## src/rtl/wcac_params.svh

```systemverilog
`ifndef WCAC_PARAMS_SVH
`define WCAC_PARAMS_SVH
// Register byte offsets (AXI4-Lite, one aligned word each)
`define WCAC_OFS_CTRL 12'h000
`define WCAC_OFS_HTH0 12'h004
`define WCAC_OFS_LTH0 12'h008
`define WCAC_OFS_HTH1 12'h00c
`define WCAC_OFS_LTH1 12'h010
`define WCAC_OFS_HITCNT 12'h014
`define WCAC_OFS_STATUS 12'h018
`define WCAC_OFS_LOWFLG 12'h01c
`define WCAC_OFS_HIGHFLG 12'h020
`define WCAC_OFS_BUFRD 12'h040
// Control field positions
`define WCAC_CTRL_START 0
`define WCAC_CTRL_POST 1
// Hit count field sits in bits 7:4
`define WCAC_HITCNT_LSB 4
// Reset values
`define WCAC_RST_HTH 12'hfff
`define WCAC_RST_LTH 12'h000
// Buffer depth
`define WCAC_BUF_DEPTH 16
// AXI responses
`define WCAC_RESP_OKAY 2'b00
`define WCAC_RESP_SLVERR 2'b10
`endif

```

## src/rtl/wcac_pkg.sv

```systemverilog
package wcac_pkg;
  // Capture states, Gray along idle -> filling -> done
  typedef enum logic [1:0] {
    WCAC_IDLE = 2'b00,
    WCAC_FILL = 2'b01,
    WCAC_DONE = 2'b11
  } wcac_state_e;
  // One converted result from the converter
  typedef struct packed {
    logic valid;
    logic chan;
    logic [11:0] code;
  } wcac_sample_s;
endpackage : wcac_pkg

```

## src/rtl/wcac_top.sv

```systemverilog
`timescale 1ns/100ps
`default_nettype none
`include "wcac_params.svh"
// Notes on behaviour
// - High hit when result at or above high
// - Low hit when result at or below low
// - Low threshold zero hits only on zero
// - Alert when any qualified comparator fires while capture is armed
// - Alert waits for consecutive hit count
// - Sixteen-entry sample buffer readable by host
// - Pre mode: write buffer continuously until trigger
// - Pre mode: stop at triggering sample
// - Post mode: store nothing before trigger
// - Post mode: trigger plus fifteen, then stop
// - Needed hits equal count field plus one
// - Record first triggering channel as code
// - Latched flags, host clears with ones
module wcac_top (
  input wire logic clk, // 125 MHz clock
  input wire logic reset_n, // Async reset, active low
  input wire wcac_pkg::wcac_sample_s sampleIn, // Conversion result, same clock
  output logic alert_q, // Alert toward host
  output logic busy_q, // Capture under way
  input wire logic [11:0] s_axi_awaddr, // Write address
  input wire logic s_axi_awvalid, // Write address valid
  output logic s_axi_awready, // Write address ready
  input wire logic [31:0] s_axi_wdata, // Write data
  input wire logic [3:0] s_axi_wstrb, // Write strobes
  input wire logic s_axi_wvalid, // Write data valid
  output logic s_axi_wready, // Write data ready
  output logic [1:0] s_axi_bresp, // Write response
  output logic s_axi_bvalid, // Write response valid
  input wire logic s_axi_bready, // Write response ready
  input wire logic [11:0] s_axi_araddr, // Read address
  input wire logic s_axi_arvalid, // Read address valid
  output logic s_axi_arready, // Read address ready
  output logic [31:0] s_axi_rdata, // Read data
  output logic [1:0] s_axi_rresp, // Read response
  output logic s_axi_rvalid, // Read data valid
  input wire logic s_axi_rready // Read data ready
);
  import wcac_pkg::*;

  localparam int DEPTH = `WCAC_BUF_DEPTH; // Buffer entries

  // Overview of the datapath:
  // One converted result arrives per valid pulse, tagged with its channel.
  // Both comparators of that channel look at it in the same cycle.
  // Per-channel counters demand count field plus one consecutive hits before any alert,
  // so with a nonzero count a single noisy conversion cannot wake the host.
  // The first qualified hit after a start raises the alert and records the channel.
  // The capture buffer either runs before that point or starts at it.
  // Flags latch regardless of the capture state, so the host always sees history.

  // Configuration registers
  logic postMode_q; // 1 = capture after trigger
  logic [11:0] highThr_q [2]; // High thresholds per channel
  logic [11:0] lowThr_q [2]; // Low thresholds per channel
  logic [3:0] consecutiveHitCount_q; // Needed hits minus one
  // Status
  logic [1:0] lowFlag_q; // low_flag_chan1..0
  logic [1:0] highFlag_q; // high_flag_chan1..0
  logic [3:0] firstTriggerChannel_q; // Channel that first alerted
  wcac_state_e state_q; // Capture state
  logic [3:0] hiCnt_q [2]; // Consecutive high hits per channel
  logic [3:0] loCnt_q [2]; // Consecutive low hits per channel
  logic [11:0] buf_q [DEPTH]; // Sample storage
  logic [3:0] wrPtr_q; // Next write slot
  logic [3:0] postLeft_q; // Samples still to store after trigger

  // Comparator notes:
  // The channel bit selects the threshold pair, so both channels share one compare.
  // Sharing is safe because only one result arrives in any cycle.
  // Thresholds may be rewritten while armed; the next result uses the new value.
  // A high threshold of all ones still hits on a full-scale result.
  // Comparators on the incoming sample
  wire logic ch = sampleIn.chan; // Channel of this sample
  wire logic hiHit = sampleIn.code >= highThr_q[ch];
  // Less-or-equal gives exact-zero behaviour when low is zero
  wire logic loHit = sampleIn.code <= lowThr_q[ch];
  // A hit is qualified once the counter has already seen count hits
  wire logic hiQual = hiHit && (hiCnt_q[ch] == consecutiveHitCount_q);
  wire logic loQual = loHit && (loCnt_q[ch] == consecutiveHitCount_q);
  wire logic trigger = sampleIn.valid && (hiQual || loQual) && (state_q == WCAC_FILL) && !alert_q;
  wire logic filling = state_q == WCAC_FILL; // Capture armed

  // Capture notes:
  // Pre mode writes every valid result while armed and stops on the trigger.
  // Post mode ignores results until the trigger, then keeps sixteen in total.
  // The trigger itself is always written, in both modes.
  // Nothing is written once the state has left filling.
  // Buffer write decision
  wire logic preWrite = filling && !postMode_q && sampleIn.valid;
  wire logic postWrite = filling && postMode_q && sampleIn.valid && (alert_q || trigger);
  wire logic bufWrite = preWrite || postWrite;
  wire logic postLast = postWrite && alert_q && (postLeft_q == 4'h1);
  wire logic stopNow = (!postMode_q && trigger) || postLast;

  // Bus notes:
  // Address and data must both be offered before a write is taken.
  // This keeps the slave small at the cost of a cycle when a master staggers them.
  // Only one write and one read may be outstanding at any time.
  // Threshold writes need the two low byte lanes, so a partial write cannot
  // leave a threshold half updated.
  // AXI decode
  wire logic wrGo = s_axi_awvalid && s_axi_wvalid && !s_axi_bvalid; // Both channels present
  wire logic rdGo = s_axi_arvalid && !s_axi_rvalid; // Read request accepted
  wire logic wrLane0 = s_axi_wstrb[0]; // Low byte lane written
  wire logic wrLane1 = s_axi_wstrb[1]; // Second byte lane written
  wire logic startWr = wrGo && s_axi_awaddr == `WCAC_OFS_CTRL && wrLane0 && s_axi_wdata[`WCAC_CTRL_START];
  wire logic [1:0] lowClr = (wrGo && s_axi_awaddr == `WCAC_OFS_LOWFLG && wrLane0) ? s_axi_wdata[1:0] : 2'b00;
  wire logic [1:0] highClr = (wrGo && s_axi_awaddr == `WCAC_OFS_HIGHFLG && wrLane0) ? s_axi_wdata[1:0] : 2'b00;
  wire logic isBufAddr = s_axi_araddr >= `WCAC_OFS_BUFRD && s_axi_araddr < (`WCAC_OFS_BUFRD + 12'h040);
  wire logic [3:0] bufIdx = s_axi_araddr[5:2]; // Oldest-first index
  // Pre mode stops with the pointer just past the trigger, so that slot is the oldest
  wire logic [3:0] bufSlot = postMode_q ? bufIdx : bufIdx + wrPtr_q;
  wire logic wrKnown = s_axi_awaddr == `WCAC_OFS_CTRL || s_axi_awaddr == `WCAC_OFS_HTH0 ||
    s_axi_awaddr == `WCAC_OFS_LTH0 || s_axi_awaddr == `WCAC_OFS_HTH1 || s_axi_awaddr == `WCAC_OFS_LTH1 ||
    s_axi_awaddr == `WCAC_OFS_HITCNT || s_axi_awaddr == `WCAC_OFS_LOWFLG || s_axi_awaddr == `WCAC_OFS_HIGHFLG;
  logic [31:0] rdMux; // Read data selection
  logic rdKnown; // Address is mapped

  // Read notes:
  // Unmapped reads return zero data with an error response.
  // The control start bit always reads back as zero; it acts only on write.
  // Buffer words come back oldest first whatever the mode.
  // Read multiplexer
  always_comb begin
    rdMux = 32'h0000_0000;
    rdKnown = 1'b1;
    case (s_axi_araddr)
      `WCAC_OFS_CTRL: rdMux = {30'h0, postMode_q, 1'b0};
      `WCAC_OFS_HTH0: rdMux = {20'h0, highThr_q[0]};
      `WCAC_OFS_LTH0: rdMux = {20'h0, lowThr_q[0]};
      `WCAC_OFS_HTH1: rdMux = {20'h0, highThr_q[1]};
      `WCAC_OFS_LTH1: rdMux = {20'h0, lowThr_q[1]};
      `WCAC_OFS_HITCNT: rdMux = {24'h0, consecutiveHitCount_q, 4'h0};
      `WCAC_OFS_STATUS: rdMux = {24'h0, firstTriggerChannel_q, 1'b0, alert_q, state_q};
      `WCAC_OFS_LOWFLG: rdMux = {30'h0, lowFlag_q};
      `WCAC_OFS_HIGHFLG: rdMux = {30'h0, highFlag_q};
      default: begin
        rdMux = isBufAddr ? {20'h0, buf_q[bufSlot]} : 32'h0000_0000;
        rdKnown = isBufAddr;
      end
    endcase
  end

  // Write channel timing:
  // The ready pulses and the response appear one cycle after the take edge.
  // The response stands until the master accepts it.
  // A new write cannot be taken while a response is still waiting.
  // AXI write channel: address and data taken together, response next cycle
  always_ff @(posedge clk or negedge reset_n) begin
    if (!reset_n) begin
      s_axi_awready <= 1'b0;
      s_axi_wready <= 1'b0;
      s_axi_bvalid <= 1'b0;
      s_axi_bresp <= `WCAC_RESP_OKAY;
    end else begin
      s_axi_awready <= wrGo && !s_axi_awready;
      s_axi_wready <= wrGo && !s_axi_awready;
      if (wrGo && !s_axi_awready) begin
        s_axi_bvalid <= 1'b1;
        s_axi_bresp <= wrKnown ? `WCAC_RESP_OKAY : `WCAC_RESP_SLVERR;
      end else if (s_axi_bready) begin
        s_axi_bvalid <= 1'b0;
      end
    end
  end

  // Read channel timing:
  // The address ready and the read answer rise together one cycle after the take.
  // Read data is registered, so it cannot change while the answer waits.
  // AXI read channel
  always_ff @(posedge clk or negedge reset_n) begin
    if (!reset_n) begin
      s_axi_arready <= 1'b0;
      s_axi_rvalid <= 1'b0;
      s_axi_rdata <= 32'h0000_0000;
      s_axi_rresp <= `WCAC_RESP_OKAY;
    end else begin
      s_axi_arready <= rdGo && !s_axi_arready;
      if (rdGo && !s_axi_arready) begin
        s_axi_rvalid <= 1'b1;
        s_axi_rdata <= rdMux;
        s_axi_rresp <= rdKnown ? `WCAC_RESP_OKAY : `WCAC_RESP_SLVERR;
      end else if (s_axi_rready) begin
        s_axi_rvalid <= 1'b0;
      end
    end
  end

  // Configuration notes:
  // Writes land only in the single cycle in which the bus takes the write.
  // A write to an unknown offset changes nothing and is answered with an error.
  // Configuration registers; writes gated by the accept cycle
  always_ff @(posedge clk or negedge reset_n) begin
    if (!reset_n) begin
      postMode_q <= 1'b0;
      consecutiveHitCount_q <= 4'h0;
      highThr_q[0] <= `WCAC_RST_HTH;
      highThr_q[1] <= `WCAC_RST_HTH;
      lowThr_q[0] <= `WCAC_RST_LTH;
      lowThr_q[1] <= `WCAC_RST_LTH;
    end else if (wrGo && !s_axi_awready) begin
      case (s_axi_awaddr)
        `WCAC_OFS_CTRL: if (wrLane0) postMode_q <= s_axi_wdata[`WCAC_CTRL_POST];
        `WCAC_OFS_HTH0: if (wrLane0 && wrLane1) highThr_q[0] <= s_axi_wdata[11:0];
        `WCAC_OFS_LTH0: if (wrLane0 && wrLane1) lowThr_q[0] <= s_axi_wdata[11:0];
        `WCAC_OFS_HTH1: if (wrLane0 && wrLane1) highThr_q[1] <= s_axi_wdata[11:0];
        `WCAC_OFS_LTH1: if (wrLane0 && wrLane1) lowThr_q[1] <= s_axi_wdata[11:0];
        `WCAC_OFS_HITCNT: if (wrLane0) consecutiveHitCount_q <= s_axi_wdata[7:`WCAC_HITCNT_LSB];
        default: ;
      endcase
    end
  end

  // Counter notes:
  // Each channel has its own pair, so interleaved channels do not disturb each other.
  // Saturating keeps a long run of hits qualified instead of wrapping.
  // Start clears all counters so old runs cannot trigger a new capture.
  // Consecutive-hit counters; a clear result restarts them, saturate at the target
  always_ff @(posedge clk or negedge reset_n) begin
    if (!reset_n) begin
      for (int i = 0; i < 2; i++) begin
        hiCnt_q[i] <= 4'h0;
        loCnt_q[i] <= 4'h0;
      end
    end else if (startWr) begin
      for (int i = 0; i < 2; i++) begin
        hiCnt_q[i] <= 4'h0;
        loCnt_q[i] <= 4'h0;
      end
    end else if (sampleIn.valid) begin
      hiCnt_q[ch] <= !hiHit ? 4'h0 : (hiQual ? hiCnt_q[ch] : hiCnt_q[ch] + 4'h1);
      loCnt_q[ch] <= !loHit ? 4'h0 : (loQual ? loCnt_q[ch] : loCnt_q[ch] + 4'h1);
    end
  end

  // Flag notes:
  // Flags are write-one-to-clear, one bit per channel.
  // Letting the set win means an event coinciding with a clear is never lost.
  // Alert flags: a set in the same cycle as a clear wins
  always_ff @(posedge clk or negedge reset_n) begin
    if (!reset_n) begin
      lowFlag_q <= 2'b00;
      highFlag_q <= 2'b00;
    end else begin
      for (int i = 0; i < 2; i++) begin
        lowFlag_q[i] <= (sampleIn.valid && loQual && ch == i[0]) || (lowFlag_q[i] && !lowClr[i]);
        highFlag_q[i] <= (sampleIn.valid && hiQual && ch == i[0]) || (highFlag_q[i] && !highClr[i]);
      end
    end
  end

  // State notes:
  // Only the first trigger after start raises the alert and records the channel.
  // The alert is cleared only by the next start, so the host cannot miss it.
  // Capture state, alert and first-trigger channel
  always_ff @(posedge clk or negedge reset_n) begin
    if (!reset_n) begin
      state_q <= WCAC_IDLE;
      alert_q <= 1'b0;
      busy_q <= 1'b0;
      firstTriggerChannel_q <= 4'h0;
      wrPtr_q <= 4'h0;
      postLeft_q <= 4'h0;
    end else if (startWr) begin
      // Start clears the record and re-arms capture
      state_q <= WCAC_FILL;
      alert_q <= 1'b0;
      busy_q <= 1'b1;
      firstTriggerChannel_q <= 4'h0;
      wrPtr_q <= 4'h0;
      postLeft_q <= 4'hf;
    end else begin
      if (trigger) begin
        alert_q <= 1'b1;
        firstTriggerChannel_q <= {3'b000, ch};
      end
      if (bufWrite) wrPtr_q <= wrPtr_q + 4'h1;
      if (postWrite && alert_q) postLeft_q <= postLeft_q - 4'h1;
      if (stopNow) begin
        state_q <= WCAC_DONE;
        busy_q <= 1'b0;
      end
    end
  end

  // Storage notes:
  // Data is meaningful only after a capture, so reset logic is saved here.
  // Sample storage, no reset needed on data
  always_ff @(posedge clk) begin
    if (bufWrite) buf_q[wrPtr_q] <= sampleIn.code;
  end

endmodule : wcac_top
`default_nettype wire

```

## config.mk

```make
export PLATFORM = sky130hd
export DESIGN_NAME = wcac_top
export DESIGN_NICKNAME = d
export VERILOG_FILES = /design/src/rtl/wcac_pkg.sv /design/src/rtl/wcac_top.sv
export VERILOG_INCLUDE_DIRS = /design/src /design/src/rtl
export SDC_FILE = /design/constraint.sdc
export NUM_CORES = 1
export LEC_CHECK = 0
export BUFFER_PORTS_ARGS = -buffer_cell sky130_fd_sc_hd__buf_2
export CAP_MARGIN = 40
export CORE_UTILIZATION = 64
export DETAILED_ROUTE_END_ITERATION = 12
export PLACE_DENSITY = 0.95
export RECOVER_POWER = 50
export SYNTH_ARGS = -nofsm -noshare
export SYNTH_HDL_FRONTEND = slang
export SYNTH_SLANG_ARGS = --single-unit
```

## constraint.sdc

```tcl
create_clock -name clk -period 8 [get_ports clk]
set_input_delay 1.2 -clock clk [delete_from_list [all_inputs] [get_ports clk]]
set_output_delay 1.2 -clock clk [all_outputs]
set_load 0.01 [all_outputs]
```

=== After elaboration in Yosys (flattened, before gate mapping) ===
Memory sizes are Yosys's and may differ from the RTL's.
Cells that the tools add are included.

* Memories: 1
* Output and inout port bits: 43
* Register bits: 129
* RAM bits: 192

* Magnitude comparators: 6
* Equal/unequal tests: 19
* Muxes and demuxes: 50
* Reductions and logical operators: 79
* Add/sub/neg operators: 5
* Bitwise gates (word level): 2

{| class="wikitable"
|+ Memories
! name !! depth !! bits a word !! rd ports !! clocked after Yosys merged registers in !! write ports !! line !! RTL
|-
| buf_q || 16 || 12 || 1 || 0 || 1 || wcac_top.sv:67 || <nowiki>logic [11:0] buf_q [DEPTH];</nowiki>
|}

{| class="wikitable"
|+ Operators with widths
! cell !! count
|-
| $pmux W12 S9 || 1
|-
| $eq A12 B5 Y1 const B || 7
|-
| $mux W12 || 7
|-
| $mux W4 || 18
|-
| $eq A12 B4 Y1 const B || 4
|-
| $logic_and A1 B1 Y1 || 38
|-
| $mux W8 || 4
|-
| $eq A12 B3 Y1 const B || 2
|-
| $eq A12 B6 Y1 const B || 2
|-
| $logic_not A12 Y1 || 2
|-
| $reduce_and A3 Y1 || 6
|-
| $bwmux W8 || 2
|-
| $logic_or A1 B1 Y1 || 15
|-
| $reduce_bool A2 Y1 || 7
|-
| $add A4 B1 Y4 const B || 3
|-
| $ge A12 B12 Y1 || 1
|-
| $ge A12 B7 Y1 const B || 1
|-
| $le A12 B12 Y1 || 1
|-
| $lt A12 B8 Y1 const B || 1
|-
| $mux W2 || 6
|-
| $mux W1 || 11
|-
| $logic_not A1 Y1 || 10
|-
| $reduce_or A9 Y1 || 1
|-
| $eq A4 B4 Y1 || 2
|-
| other kinds (9) || 9
|}

=== Longest topological paths before layout ===
Gate-level depths: netlist (run 1).

* Word-level depth: 17
* Depth in mapped cells: 13

=== Worst setup path before layout (run 1) ===
No wires, ideal clock.

* Path type: input port to flip-flop
* Start point: in sampleIn[12] in the netlist's numbering
* End point: mem buf_q[1][0], enable pin
* Setup time: 0.356 ns
* Path slack: 3.624 ns
* Stages: 13
* Data required time: 7.644 ns
* Arrival: 4.021 ns
* Cell sequence: buf_6 buf_6 clkbuf_1 mux2i_1 ha_1 nor2b_1 o211ai_1 a21oi_1 o31a_1 o221a_4 nor2_8 buf_6 and4bb_1

* Cells in the longest elaborated chain, start to end: 15

{| class="wikitable"
|+ Ends and longest elaborated chain
! item !! line !! RTL
|-
| start, declared || wcac_top.sv:21 || <nowiki>input wire wcac_pkg::wcac_sample_s sampleIn,</nowiki>
|-
| $not A1 Y2 (not written as such) (*) || n/a ||
|-
| $mux W12 (not written as such), or another cell as far along (3 in series) || wcac_top.sv:78 || <nowiki>wire logic hiHit = sampleIn.code >= highThr_q[ch];</nowiki>
|-
| $ge A12 B12 Y1, or another cell as far along || wcac_top.sv:78 ||
|-
| $logic_and A1 B1 Y1, on equally long branches || wcac_top.sv:82, wcac_top.sv:83 ||
|-
| $logic_or A1 B1 Y1 (*) || wcac_top.sv:84 || <nowiki>wire logic trigger = sampleIn.valid && (hiQual || loQual) && (state_q == WCAC_FILL) && !alert_q;</nowiki>
|-
| $logic_and A1 B1 Y1 (*) (3 in series) || wcac_top.sv:84 ||
|-
| $logic_or A1 B1 Y1 (*) || wcac_top.sv:94 || <nowiki>wire logic postWrite = filling && postMode_q && sampleIn.valid && (alert_q || trigger);</nowiki>
|-
| $logic_and A1 B1 Y1 (*) || wcac_top.sv:94 ||
|-
| $logic_or A1 B1 Y1 (*) || wcac_top.sv:95 || <nowiki>wire logic bufWrite = preWrite || postWrite;</nowiki>
|-
| $mux W1 (*) || wcac_top.sv:294 || <nowiki>if (bufWrite) buf_q[wrPtr_q] <= sampleIn.code;</nowiki>
|-
| $mux W1 (not written as such) (*) || wcac_top.sv:294 ||
|-
| end, declared || wcac_top.sv:67 ||
|}

Mark *: on every way between the ends. The rest lies on a longest branch, timed or not. The select of a mux whose other input is x is not followed.

==> results of run 1 <==
==> synthesized netlist by cell type (6+ instances only) <==
master,instances,share of area (%)
sky130_fd_sc_hd__nand3_1,49,1.8
sky130_fd_sc_hd__a31oi_1,14,0.64
sky130_fd_sc_hd__edfxtp_1,192,42
sky130_fd_sc_hd__and4b_1,9,0.66
sky130_fd_sc_hd__xnor2_1,13,0.83
sky130_fd_sc_hd__nand2_1,74,2.0
sky130_fd_sc_hd__nor2b_1,8,0.36
sky130_fd_sc_hd__clkbuf_1,29,0.79
sky130_fd_sc_hd__o21ai_0,16,0.58
sky130_fd_sc_hd__a21o_1,8,0.44
sky130_fd_sc_hd__dfrtp_1,80,15
sky130_fd_sc_hd__mux2_2,55,4.5
sky130_fd_sc_hd__nand4_1,9,0.41
sky130_fd_sc_hd__buf_1,12,0.33
sky130_fd_sc_hd__a221oi_1,8,0.51
sky130_fd_sc_hd__a21oi_1,34,1.2
sky130_fd_sc_hd__a22oi_1,9,0.49
sky130_fd_sc_hd__ha_1,35,3.2
sky130_fd_sc_hd__mux4_2,50,8.2
sky130_fd_sc_hd__nor3_1,14,0.51
sky130_fd_sc_hd__and4_1,7,0.45
sky130_fd_sc_hd__inv_1,18,0.49
sky130_fd_sc_hd__dfstp_2,24,4.6
sky130_fd_sc_hd__buf_2,6,0.22
sky130_fd_sc_hd__mux2i_1,43,3.1
sky130_fd_sc_hd__buf_4,23,1.3
sky130_fd_sc_hd__nor2_1,42,1.1
==> worst max-delay path: stages <==
cell and delay, ns:
sky130_fd_sc_hd__clkbuf_1 1.29, sky130_fd_sc_hd__clkbuf_1 0.37, sky130_fd_sc_hd__clkbuf_1 2.52
==> cell families after synthesis <==
group           after synthesis  synth area share [%]
mux                         152                 16.25
xor+xnor                     16                 1.021
flops                       296                 61.17
other cells                   1               0.02732
buf+inv                      92                 3.363
compound gates              116                 5.560
simple gates                244                 9.269
fa+ha+maj                    36                 3.336
==> cell usage in the layout, fill, tap and decap left out, types with 13 or more instances in the layout <==
master                      instances
sky130_fd_sc_hd__buf_2             61
sky130_fd_sc_hd__conb_1            22
sky130_fd_sc_hd__a21oi_1           33
sky130_fd_sc_hd__edfxtp_1         192
sky130_fd_sc_hd__nand2_1           74
sky130_fd_sc_hd__mux2_2            55
sky130_fd_sc_hd__inv_1             18
sky130_fd_sc_hd__mux4_2            50
sky130_fd_sc_hd__nor3_1            13
sky130_fd_sc_hd__a31oi_1           14
sky130_fd_sc_hd__nand3_1           49
sky130_fd_sc_hd__clkbuf_1          26
sky130_fd_sc_hd__xnor2_1           13
sky130_fd_sc_hd__clkbuf_16         30
sky130_fd_sc_hd__nor2_1            42
sky130_fd_sc_hd__o21ai_0           16
sky130_fd_sc_hd__dfstp_2           24
sky130_fd_sc_hd__dfrtp_1           80
sky130_fd_sc_hd__ha_1              35
sky130_fd_sc_hd__mux2i_1           41
==> through the flow <==
step           util [%]  total power [W]
2_1_floorplan         -         0.001899
3_3_place_gp      67.76         0.002005
3_5_place_dp      68.23         0.002024
4_1_cts           72.95         0.003413
5_1_grt           72.70         0.003502
6_report          72.70         0.003417
==> metal layers <==
layer | GRT usage (%) | routed length, um | vias up
li1 | - | - | 3776
met1 | 42.52 | 12280 | 4470
met2 | 52.59 | 16910 | 614
met3 | 6.074 | 3442 | 147
met4 | 16.29 | 1962 | 0
met5 | 0 | 0 | -
==> worst paths after layout <==
kind / depth (start not counted) / to / slack [ns] / startpoint
max in group clk: 11 / buf_q[15][3] / 3.10 / sampleIn[12]
worst min-delay path: 2 / s_axi_rresp[1] / 0.49 / s_axi_rresp[1]
worst min register to register: 2 / s_axi_rresp[1] / 0.49 / s_axi_rresp[1]
min in group asynchronous: 1 / s_axi_rdata[10] / 1.13 / reset_n
worst max register to register: 11 / s_axi_rdata[5] / 4.31 / wrPtr_q[0]
worst max-delay path: 3 / loCnt_q[2] / 2.41 / reset_n
==> flip-flops by register name (all words and copies together) (netlist names), 2 cells and up <==
register and cells:
postLeft_q 4, loCnt_q 8, highFlag_q 2, state_q 2, highThr_q 24, hiCnt_q 8, consecutiveHitCount_q 4, lowThr_q 24
wrPtr_q 4, lowFlag_q 2, buf_q 192, s_axi_rdata 12
==> where the power goes <==
group | internal [W] | switching, W
sequential | 0.00167 | 0.0000264
clock | 0.000822 | 0.000590
combinational | 0.000112 | 0.000198
total | 0.00260 | 0.000814
==> layout make-up <==
| type | count | area [um^2] | share of cell area (%) |
|---|---|---|---|
| Timing Repair Buffer | 93 | 490.5 | 3.209 |
| Tap cell | 275 | 344.1 | 2.252 |
| Clock buffer | 40 | 828.3 | 5.420 |
| Inverter | 19 | 71.32 | 0.4667 |
| Sequential cell | 296 | 8398 | 54.95 |
| Multi-Input combinational cell | 586 | 4987 | 32.63 |
| Clock inverter | 16 | 162.7 | 1.064 |
==> metrics.md, run 1 <==
| Metric | Value |
|---|---|
| Width of the chip | `148.5 um` |
| Initial detailed-routing violation count | `1,169` |
| Max Clk Rate | `178.9 MHz` |
| Result of the run | `finished, violations left` |
| Violated checks | `max-capacitance violations, max-slew violations` |
| Number of resized instances in the post-cts repair step | `0` |
| Worst path required time | `7.86 ns` |
| Max Cap Violations | `2` |
| Aggregate global routing overflow | `0` |
| RSZ-0062 raised after global routing | `no` |
| Worst-margin pin slew | `3.538 ns` |
| Total track usage | `32.50%` |
| Antenna violations before repair | `0` |
| WP data arrival | `5.45 ns` |
| Pin count of the biggest net entering global routing | `67` |
| Clk sink count | `296` |
| Worst hold slack across all endpoints | `0.4880 ns` |
| Leakage power summed over all cells | `5.950 nW` |
| Number of buffers added to fix hold violations after cts | `0` |
| Share of final-layout standard cells stronger than drive strength 1 | `24.86%` |
| Worst Slack Setup Final | `2.410 ns` |
| Post-CTS Setup Bufs | `0` |
| Fill cell instance count of the final layout | `1,189` |
| VDD IR max | `0.0001749 V` |
| Clock root cell | `sky130_fd_sc_hd__clkbuf_16` |
| Max transition margin | `-135.8%` |
| WS Path Type | `input port to asynchronous set/reset pin` |
| Warnings, synthesis | `0` |
| Top_reg_cell synth | `sky130_fd_sc_hd__edfxtp_1` |
| Post-detail-place hpwl | `20,330 um` |
| Area of the core region | `21,020 um^2` |
| Number of flops mapped to enable cells by yosys | `192` |
| Placed cell areas | `14,340 um^2` |
| Row count | `53` |
| Post-placement cell count | `1,269` |
| Final sum of negative setup slack | `0 ns` |
| Detail Route Antenna Nets | `0` |
| Layout overhead on the synthesized area | `11.32%` |
| Final hold viol count | `0` |
| Die height | `148.5 um` |
| Die area | `22,040 um^2` |
| Wirelength, routed | `34,600 um` |
| Startpoint kind of the worst setup timing path | `input port` |
| Clock H-tree levels | `1` |
| Sequential-to-total area share from yosys stat | `61.17%` |
| Largest fanout on the critical path | `66` |
| Antenna diode count | `0` |
| Time the worst path needs with I/O delays and setup | `5.590 ns` |
| Detailed-routing iteration count for the pre-antenna-repair pass | `6` |
| Starting density of the core | `65.31%` |
| Unique masters post-synth | `59` |
| Worst setup slack after placement | `2.872 ns` |
| TritonCTS buffer count | `30` |
| Worst min-delay path class | `register to register` |
| Power density relative to cell area | `223.6 nW/um^2` |
| CP endpoint kind | `asynchronous set/reset pin` |
| Final instance area | `15,280 um^2` |
| Post-detailed-route via-to-cell ratio | `6.798` |
| Tcrit/Tclk final | `69.88%` |
| Share of synthesized flip-flops with an asynchronous set or reset | `35.14%` |
| Clock skew | `0.02398 ns` |
| Avg Synthesized Cell Area | `14.41 um^2` |
| Buffer levels on the longest clock path | `3` |
| Count of placed standard cells in the final layout, fillers left out | `1,325` |
| Vias in the first global route | `9,062` |
| IO buf count | `79` |
| Remaining DRCs | `0` |
| Global-route wire length before repair | `52,760 um` |
| I/O pins | `124` |
| Post-synthesis cell count | `953` |
| Count of nets after finishing | `1,143` |
| Clock transition at path regs | `0.06 ns` |
| Total setup violations reported at the end of the flow | `0` |
| Overall via count from detail_route | `9,007` |
| Routability-driven placement congestion ratio | `0.8555` |
| Drt wl/cell | `26.11 um` |
| Post-synth design cell area | `13,730 um^2` |
| Insertion delay of the later-clocked pin in the worst-skew pair | `0.57 ns` |
| Final slew viol count | `102` |
| CTS tree | `built` |
| Number of synthesized register bits | `296` |
(Power assumes the default switching activity.)
==> run 2, diff against run 1 <==
CORE_UTILIZATION = 54   (was 64)
PLACE_DENSITY = 0.86   (was 0.95)
clock period = 4.8 ns   (was 8 ns; I/O delays follow)
==> metrics.md, run 2 (synthesis gave the netlist of run 1 again) <==
| Metric | Value |
|---|---|
| Max transition margin | `-129.1% (+6.8 points)` |
| Post-CTS Setup Bufs | `0 (unchanged)` |
| Detailed-routing iteration count for the pre-antenna-repair pass | `5 (-1)` |
| Fraction of power spent switching nets | `22.93% (-0.90 points)` |
| Wirelength, routed | `32,370 um (-6.4%)` |
| Pin count of the biggest net entering global routing | `68 (+1.5%)` |
| Clk sink count | `296 (unchanged)` |
| Largest fanout on the critical path | `17 (-74%)` |
| Count of nets after finishing | `1,162 (+1.7%)` |
| Antenna violations before repair | `2 (+2)` |
| Reg-to-Reg Start | `highThr_q[0]` |
| Row count | `57 (+7.5%)` |
| CTS tree | `built` |
| IO buf count | `79 (unchanged)` |
| Clock share of power | `39.5% (-1.8 points)` |
| Worst Slack Setup Final | `1.215 ns (-1.195 ns)` |
| Clock root cell | `sky130_fd_sc_hd__clkbuf_16` |
| Post-detail-place hpwl | `21,070 um (+3.7%)` |
| Top library cells by usage in the layout, fill and taps aside | `sky130_fd_sc_hd__edfxtp_1, sky130_fd_sc_hd__dfrtp_1, sky130_fd_sc_hd__nand2_1, sky130_fd_sc_hd__buf_2, sky130_fd_sc_hd__mux2_2` |
| Detail Route Antenna Nets | `0 (unchanged)` |
| Combinational power share | `9.1% (about the same)` |
| Area of the core region | `24,600 um^2 (+17%)` |
| Power density relative to cell area | `356.9 nW/um^2 (+60%)` |
| Switching power summed over all nets | `0.001261 W (+55%)` |
| Post-layout power | `0.005498 W (+61%)` |
| Max Cap Violations | `1 (-1)` |
| RSZ-0062 raised after global routing | `no` |
| Final core utilization | `62.61% (-10 points)` |
| Clock transition at path regs | `0.06 ns (about the same)` |
| Worst-margin pin slew | `3.436 ns (-0.1015 ns)` |
| Remaining DRCs | `0 (unchanged)` |
| Leakage power summed over all cells | `6.008 nW (+0.97%)` |
| Share of final-layout standard cells stronger than drive strength 1 | `25.63% (+0.78 points)` |
| Vias in the first global route | `8,778 (-3.1%)` |
| Drt wl/cell | `23.29 um (-11%)` |
| Overall via count from detail_route | `8,692 (-3.5%)` |
| WS Path Type | `input port to register` |
| Routability-driven placement congestion ratio | `0.8718 (+1.9%)` |
| Worst min-delay path class | `input port to register` |
| Registers with the most flip-flops | `buf_q x192, highThr_q x24, lowThr_q x24` |
| Die area | `26,060 um^2 (+18%)` |
| Max Clk Rate | `278.9 MHz` |
| Post-detailed-route via-to-cell ratio | `6.253 (-8.0%)` |
| WP data arrival | `3.83 ns (-1.62 ns)` |
| Worst path required time | `5.05 ns (-2.81 ns)` |
| Number of buffers added to fix hold violations after cts | `0 (unchanged)` |
| Worst setup path startpoint | `sampleIn[12]` |
| VDD IR max | `0.0002738 V (+57%)` |
| Hold wc startpoint | `s_axi_rready` |
| Tcrit/Tclk final | `74.69%` |
| Total track usage | `25.09% (-7.4 points)` |
| Aggregate global routing overflow | `0 (unchanged)` |
| Final hold viol count | `0 (unchanged)` |
| Cell-internal power | `0.004237 W (+63%)` |
| Buffer levels on the longest clock path | `3 (unchanged)` |
| Global-route wire length before repair | `49,340 um (-6.5%)` |
| Final sum of negative setup slack | `0 ns (unchanged)` |
| Max FFs per register | `192 (unchanged)` |
| Register with the most flip-flops | `buf_q` |
| Initial detailed-routing violation count | `710 (-39%)` |
| Total setup violations reported at the end of the flow | `0 (unchanged)` |
| Insertion delay of the later-clocked pin in the worst-skew pair | `0.56 ns (about the same)` |
| Most common cell after layout, fill and taps aside | `sky130_fd_sc_hd__edfxtp_1` |
| Starting density of the core | `55.79% (-9.5 points)` |
| CP endpoint kind | `register` |
| Width of the chip | `161.4 um (+8.7%)` |
| Time the worst path needs with I/O delays and setup | `3.585 ns` |
| Final slew viol count | `68 (-33%)` |
| Clock skew | `0.01447 ns (-0.009514 ns)` |
| Violated checks | `max-capacitance violations, max-slew violations` |
| Layout overhead on the synthesized area | `12.21%` |
| TritonCTS buffer count | `28 (-6.7%)` |
| Die height | `161.4 um (+8.7%)` |
| Result of the run | `finished, violations left` |
| Number of resized instances in the post-cts repair step | `0 (unchanged)` |
| Worst setup slack after placement | `0.6684 ns (-2.204 ns)` |
| I/O pins | `124 (unchanged)` |
| Part of the power in registers | `51.4% (+1.8 points)` |
| Startpoint kind of the worst setup timing path | `input port` |
| Clock H-tree levels | `1 (unchanged)` |
-- run 2: cell types whose count changed in the layout (fill, tap and decap cells not counted), sizes merged --
cell      change
diode         +1
clkinvlp      -1
buf          +19
clkinv        -6
clkbuf        +3
-- run 2: routing by layer --
metal  part of all wire, %  vias to the layer above  global-route usage [%]
li1                      -                     3808                       -
met1                    39                     4400                   31.98
met2                    50                      399                   42.36
met3                   7.3                       83                   4.828
met4                   3.4                        2                   10.16
met5                 0.040                        -                       0
-- run 2: power by group through the flow --
stage | Clock, W | Combinational [W] | Sequential, W
after floorplan | 0 | 0.000277 | 0.00289
after global placement | 0 | 0.000488 | 0.00287
after detailed placement | 0 | 0.000503 | 0.00287
after CTS | 0.00220 | 0.000507 | 0.00282
after global routing | 0.00230 | 0.000548 | 0.00283
final | 0.00217 | 0.000500 | 0.00282
-- run 2: cell type report --
class                           instances  area, um^2
Antenna cell                            1       2.502
Clock buffer                           41       769.5
Clock inverter                          9       135.1
Fill cell                            1760        9200
Inverter                               19       71.32
Multi-Input combinational cell        586        4982
Sequential cell                       296        8398
Tap cell                              324       405.4
Timing Repair Buffer                  114       640.6
-- run 2: through the flow --
stage / cell area [um^2] / std cells / hold WS, ns
after global routing: 15400 / 1389 / 0.3591
final: 15400 / 1390 / 0.3622
after global placement: 14510 / 1336 / 0.4624
after detailed placement: 14540 / 1339 / 0.4673
after CTS: 15440 / 1389 / 0.2897
after floorplan: 13810 / 974 / 0.4244
-- run 2: final timing paths --
check                            endpoint  slack [ns]  depth (start not counted)
max                          buf_q[13][6]        1.22                         11
min                          s_axi_rvalid        0.36                          2
max reg2reg                  buf_q[0][10]        1.57                         10
min reg2reg                s_axi_rresp[1]        0.48                          2
max in group asynchronous     lowThr_q[0]        1.53                          1
min in group asynchronous    lowThr_q[18]        1.33                          1
-- run 2: worst max-delay path: stages --
cell and delay (ns):
sky130_fd_sc_hd__buf_2 0.36, sky130_fd_sc_hd__buf_4 0.34, sky130_fd_sc_hd__mux2i_1 0.24, sky130_fd_sc_hd__ha_1 0.28, sky130_fd_sc_hd__a21oi_1 0.19, sky130_fd_sc_hd__o21ai_0 0.11, sky130_fd_sc_hd__o31a_1 0.49, sky130_fd_sc_hd__o221a_4 0.38
sky130_fd_sc_hd__nor2_8 0.22, sky130_fd_sc_hd__and4_1 0.25, sky130_fd_sc_hd__buf_4 0.23
